--- config.mk ---
export PLATFORM = sky130hd
export DESIGN_NAME = sig_misr
export DESIGN_NICKNAME = d
export VERILOG_FILES = /design/src/logic/sig_misr.sv
export VERILOG_INCLUDE_DIRS = /design/src /design/src/logic
export SDC_FILE = /design/constraint.sdc
export NUM_CORES = 1
export LEC_CHECK = 0
export ABC_CLOCK_PERIOD_IN_PS = 1400
export BUFFER_PORTS_ARGS = -buffer_cell sky130_fd_sc_hd__buf_4
export CAP_MARGIN = 10
export CORE_ASPECT_RATIO = 2
export CORE_MARGIN = 3
export CORE_UTILIZATION = 49
export CTS_CLUSTER_SIZE = 25
export DETAILED_ROUTE_END_ITERATION = 10
export HOLD_SLACK_MARGIN = 0.03
export PLACE_DENSITY = 0.85
export SLEW_MARGIN = 20
export SYNTH_ARGS = -nofsm -noshare
export SYNTH_HDL_FRONTEND = slang
export SYNTH_SLANG_ARGS = --single-unit
--- constraint.sdc ---
create_clock -name core_clk -period 1.4 [get_ports core_clk]
set_input_delay 0.07 -clock core_clk [delete_from_list [all_inputs] [get_ports core_clk]]
set_output_delay 0.07 -clock core_clk [all_outputs]
set_load 0.01 [all_outputs]
--- src/logic/selftest_regs.svh ---
// register offsets, field positions, reset values and timing counts of the self-test block
`ifndef SELFTEST_REGS_SVH
`define SELFTEST_REGS_SVH

// ==========================================================
// register offsets on the serial register port
`define ST_SIG_A_OFS      8'h0c
`define ST_SIG_B_OFS      8'h0d
`define ST_SIG_C_OFS      8'h0e
`define ST_SIG_D_OFS      8'h0f
`define ST_DIAG_CTRL_OFS  8'h10
`define ST_SOFT_RST_OFS   8'h3a

// ==========================================================
// field positions and values
`define ST_DIAG_LAUNCH_BIT 0
`define ST_SOFT_RST_KEY    8'h5a
`define ST_SIG_RESET       32'h0000_0000
`define ST_RDATA_RESET     8'h00

// ==========================================================
// imaging array geometry
`define ST_ARRAY_SIDE      5'd19
`define ST_ARRAY_LAST      9'd360

// ==========================================================
// timing: test time in ms, clock in Hz, cycles derived
`define ST_TEST_TIME_MS    250
`define ST_CLK_HZ          50000000
`define ST_TEST_CYCLES     ((`ST_CLK_HZ / 1000) * `ST_TEST_TIME_MS)

`endif

--- src/logic/sig_misr.sv ---
// 32-bit multiple-input signature register that compacts the pixel stream
`timescale 1ns/1ps
`include "selftest_regs.svh"
module sig_misr #(
  parameter int DATA_W = 8
) (
  input  wire logic              core_clk,
  input  wire logic              rst_b,
  input  wire logic              clear,     // restart from zero
  input  wire logic              enable,    // fold dataIn this cycle
  input  wire logic [DATA_W-1:0] dataIn,    // pixel word
  output logic      [31:0]       sig        // running signature, registered
);

  logic [31:0] sig_q;  // signature state
  logic [31:0] sig_d;  // next signature

  // ==========================================================
  // next value: shift with feedback taps, fold data into low bits
  always_comb begin
    sig_d = sig_q;
    if (clear) begin
      sig_d = `ST_SIG_RESET;
    end else if (enable) begin
      // taps of a maximal 32-bit polynomial keep aliasing rare
      sig_d = {sig_q[30:0], sig_q[31] ^ sig_q[21] ^ sig_q[1] ^ sig_q[0]};
      sig_d[DATA_W-1:0] = sig_d[DATA_W-1:0] ^ dataIn;
    end
  end

  // ==========================================================
  // state register
  always_ff @(posedge core_clk or negedge rst_b) begin
    if (!rst_b) begin
      sig_q <= `ST_SIG_RESET;
    end else begin
      sig_q <= sig_d;
    end
  end

  assign sig = sig_q;

endmodule

==> impl_metrics.env <==
export IMPL_worstSkewPairLatency_ns=0.28
export IMPL_cp_startpoint="sig[31]$_DFFE_PN0P_"
export IMPL_place_ws_ns=0.2315
export IMPL_reg2reg_slack_ns=0.23
export IMPL_area_growth_pct=30.32
export IMPL_critical_path_class="register to register"
export IMPL_antenna_cells=0
export IMPL_drt_total_wl_um=2846
export IMPL_top_usage_layer="met2"
export IMPL_cap_violations=0
export IMPL_status="completed"
export IMPL_fp_row_count=26
export IMPL_start_util_pct=52.64
export IMPL_dp_cells=179
export IMPL_setup_ws_ns=0.2332
export IMPL_grt_max_degree=41
export IMPL_maxSlewViolCount=0
export IMPL_finClkSkew_ns=0.005696
export IMPL_p_leak_nw=0.9453
export IMPL_p_comb_share_pct=10.6
export IMPL_detailedPlacementHpwl_um=1965
export IMPL_avgSynthCellArea_um2=11.71
export IMPL_layoutNonFillerInstCount=187
export IMPL_p_sw_w=0.0004339
export IMPL_cp_end_kind="register"
export IMPL_cts_num_sinks=32
export IMPL_final_nets=171
export IMPL_p_seq_share_pct=50.6
export IMPL_cts_tree="built"
export IMPL_synth_area_leaders="dfrtp_1 (58%), mux2i_1 (18%), nor2_1 (8.8%), xnor2_1 (5.8%), a211oi_1 (3.8%)"
export IMPL_yosys_warnings=0
export IMPL_viasPerCell=5.203
export IMPL_use_met2_pct=30.42
export IMPL_drive_gt1_share_pct=31.45
export IMPL_cp_max_fo=3
export IMPL_synth_edff_count=0
export IMPL_period_needed_ns=1.167
export IMPL_cts_resized=0
export IMPL_crit_path_start_kind="register"
export IMPL_netlist_instances=117
export IMPL_synth_top_cells_by_count="dfrtp_1 (32), nor2_1 (32), mux2i_1 (24)"
export IMPL_syn_nets=129
export IMPL_grt_ovfl_total=0
export IMPL_fmax_mhz=857.1
export IMPL_grt_pass1_vias=1009
export IMPL_ioPinCount=44
export IMPL_antenna_found_initial=0
export IMPL_min_from="dataIn[2]"
export IMPL_worstHoldPathType="input pin to register"
export IMPL_root_buffer="clkbuf_8"
export IMPL_die_h_um=80.78
export IMPL_clock_power_share_pct=38.8
export IMPL_dr_pass1_iters=4
export IMPL_drt_wirelength_per_cell_um=15.22
export IMPL_dieArea_um2=3505
export IMPL_grt_pass1_wl_um=4733
export IMPL_portBuffers=43
export IMPL_relSlewSlack_pct=64.75
export IMPL_core_area_um2=2603
export IMPL_drt_first_iter_violations=5
export IMPL_synth_distinct_cells=13
export IMPL_synth_seq_cells=32
export IMPL_clockBufferDepth=2
export IMPL_vias=973
export IMPL_path_clk_slew_ns=0.06
export IMPL_cp_required_ns=1.58
export IMPL_postCtsSetupRepairBufs=0
export IMPL_track_usage_pct=19.02
export IMPL_hold_viol=0
export IMPL_hold_slack_ns=0.07881
export IMPL_ys_seq_area_share_pct=58.45
export IMPL_synth_top_cell_area_share_pct=58.45
export IMPL_postRouteAntennaNets=0
export IMPL_largest_reg_flops=32
export IMPL_synth_area_um2=1370
export IMPL_power_density_nw_per_um2=1073
export IMPL_grt_use_met3_pct=6.874
export IMPL_critPathArrivalTime_ns=1.34
export IMPL_htreeDepth=2
export IMPL_rsz0062_at_grt="no"
export IMPL_use_met1_pct=20.41
export IMPL_synthFlopType="dfrtp_1"
export IMPL_post_route_period_util_pct=83.34
export IMPL_switching_share_pct=22.64
export IMPL_worstReg2RegStart="sig[31]$_DFFE_PN0P_"
export IMPL_gp_congestion=0.7024
export IMPL_worst_pin_slew_ns=0.5287
export IMPL_drc=0
export IMPL_cts_inserted_buffers=5
export IMPL_fill_cells=208
export IMPL_setup_tns_ns=0
export IMPL_power_internal_w=0.001483
export IMPL_ir_worst_vdd_uv=1007
export IMPL_ys_async_sr_fraction_pct=100.0
export IMPL_die_w_um=43.39
export IMPL_finalSetupViolations=0
export IMPL_yosysTopAreaCell="dfrtp_1"
[final timing paths]
check / endpoint / cells after the start
worst max-delay path: sig[0]$_DFFE_PN0P_ / 4
worst min-delay path: sig[2]$_DFFE_PN0P_ / 3
worst max register to register: sig[0]$_DFFE_PN0P_ / 4
worst min register to register: sig[23]$_DFFE_PN0P_ / 2
max in group asynchronous: sig[18]$_DFFE_PN0P_ / 2
min in group asynchronous: sig[3]$_DFFE_PN0P_ / 2
[timing repair]
action,in CTS,in global routing
endpoints found under the setup margin,0,0
hold buffers,1,0
hold endpoints to repair,32,0
[logic make-up after synthesis]
kind of cell	Yosys count	synth area share, %
AOI/OAI and AO/OA	9	4.840
xor gates and xnor gates	10	6.393
buffers and inverters	9	3.561
DFF	32	58.45
muxes	24	17.53
and+or+nand+nor	33	9.224
[cell type report]
| type | count | area [um^2] | share of cell area, % |
|---|---|---|---|
| flip-flops and latches | 32 | 800.8 | 44.85 |
| well taps | 28 | 35.03 | 1.962 |
| multi-input cells | 76 | 520.5 | 29.15 |
| repair buffers | 44 | 332.8 | 18.64 |
| clock buffers | 7 | 96.34 | 5.396 |
[stage by stage]
stage	total power [W]	util (%)	instance area (um^2)
after floorplan	0.001101	-	1370
after global placement	0.001184	64.52	1679
after detailed placement	0.001189	64.52	1679
after CTS	0.001955	68.61	1785
after global routing	0.002006	68.61	1785
final	0.001917	68.61	1785
[per-layer routing]
layer,vias to the layer above,wire length (um)
met3,9,191
li1,472,-
met4,0,97
met2,31,1535
met1,461,1021
met5,-,0
[power groups by stage]
| stage | Sequential (W) | Clock (W) | Combinational, W |
|---|---|---|---|
| global placement | 0.000986 | 0 | 0.000198 |
| floorplan | 0.000995 | 0 | 0.000106 |
| CTS | 0.000971 | 0.000778 | 0.000206 |
| global route | 0.000975 | 0.000811 | 0.000221 |
| finish | 0.000971 | 0.000743 | 0.000202 |
| detailed placement | 0.000988 | 0 | 0.000201 |
[worst max-delay path, cell delays in order (launching register included)]
cell	delay (ns)
dfrtp_1	0.40
xor2_1	0.18
xnor2_1	0.20
a21oi_1	0.09
a31o_1	0.20
[cell usage in the layout (no fill, tap or decap)]
master / instances
a21oi_1: 1
a211oi_1: 7
dlygate4sd3_1: 1
nand2b_1: 1
xor2_1: 1
xnor2_1: 9
buf_4: 43
nor2_1: 32
a31o_1: 1
clkbuf_8: 7
mux2i_1: 24
dfrtp_1: 32
No activity file was read; power rests on OpenSTA's default activity.
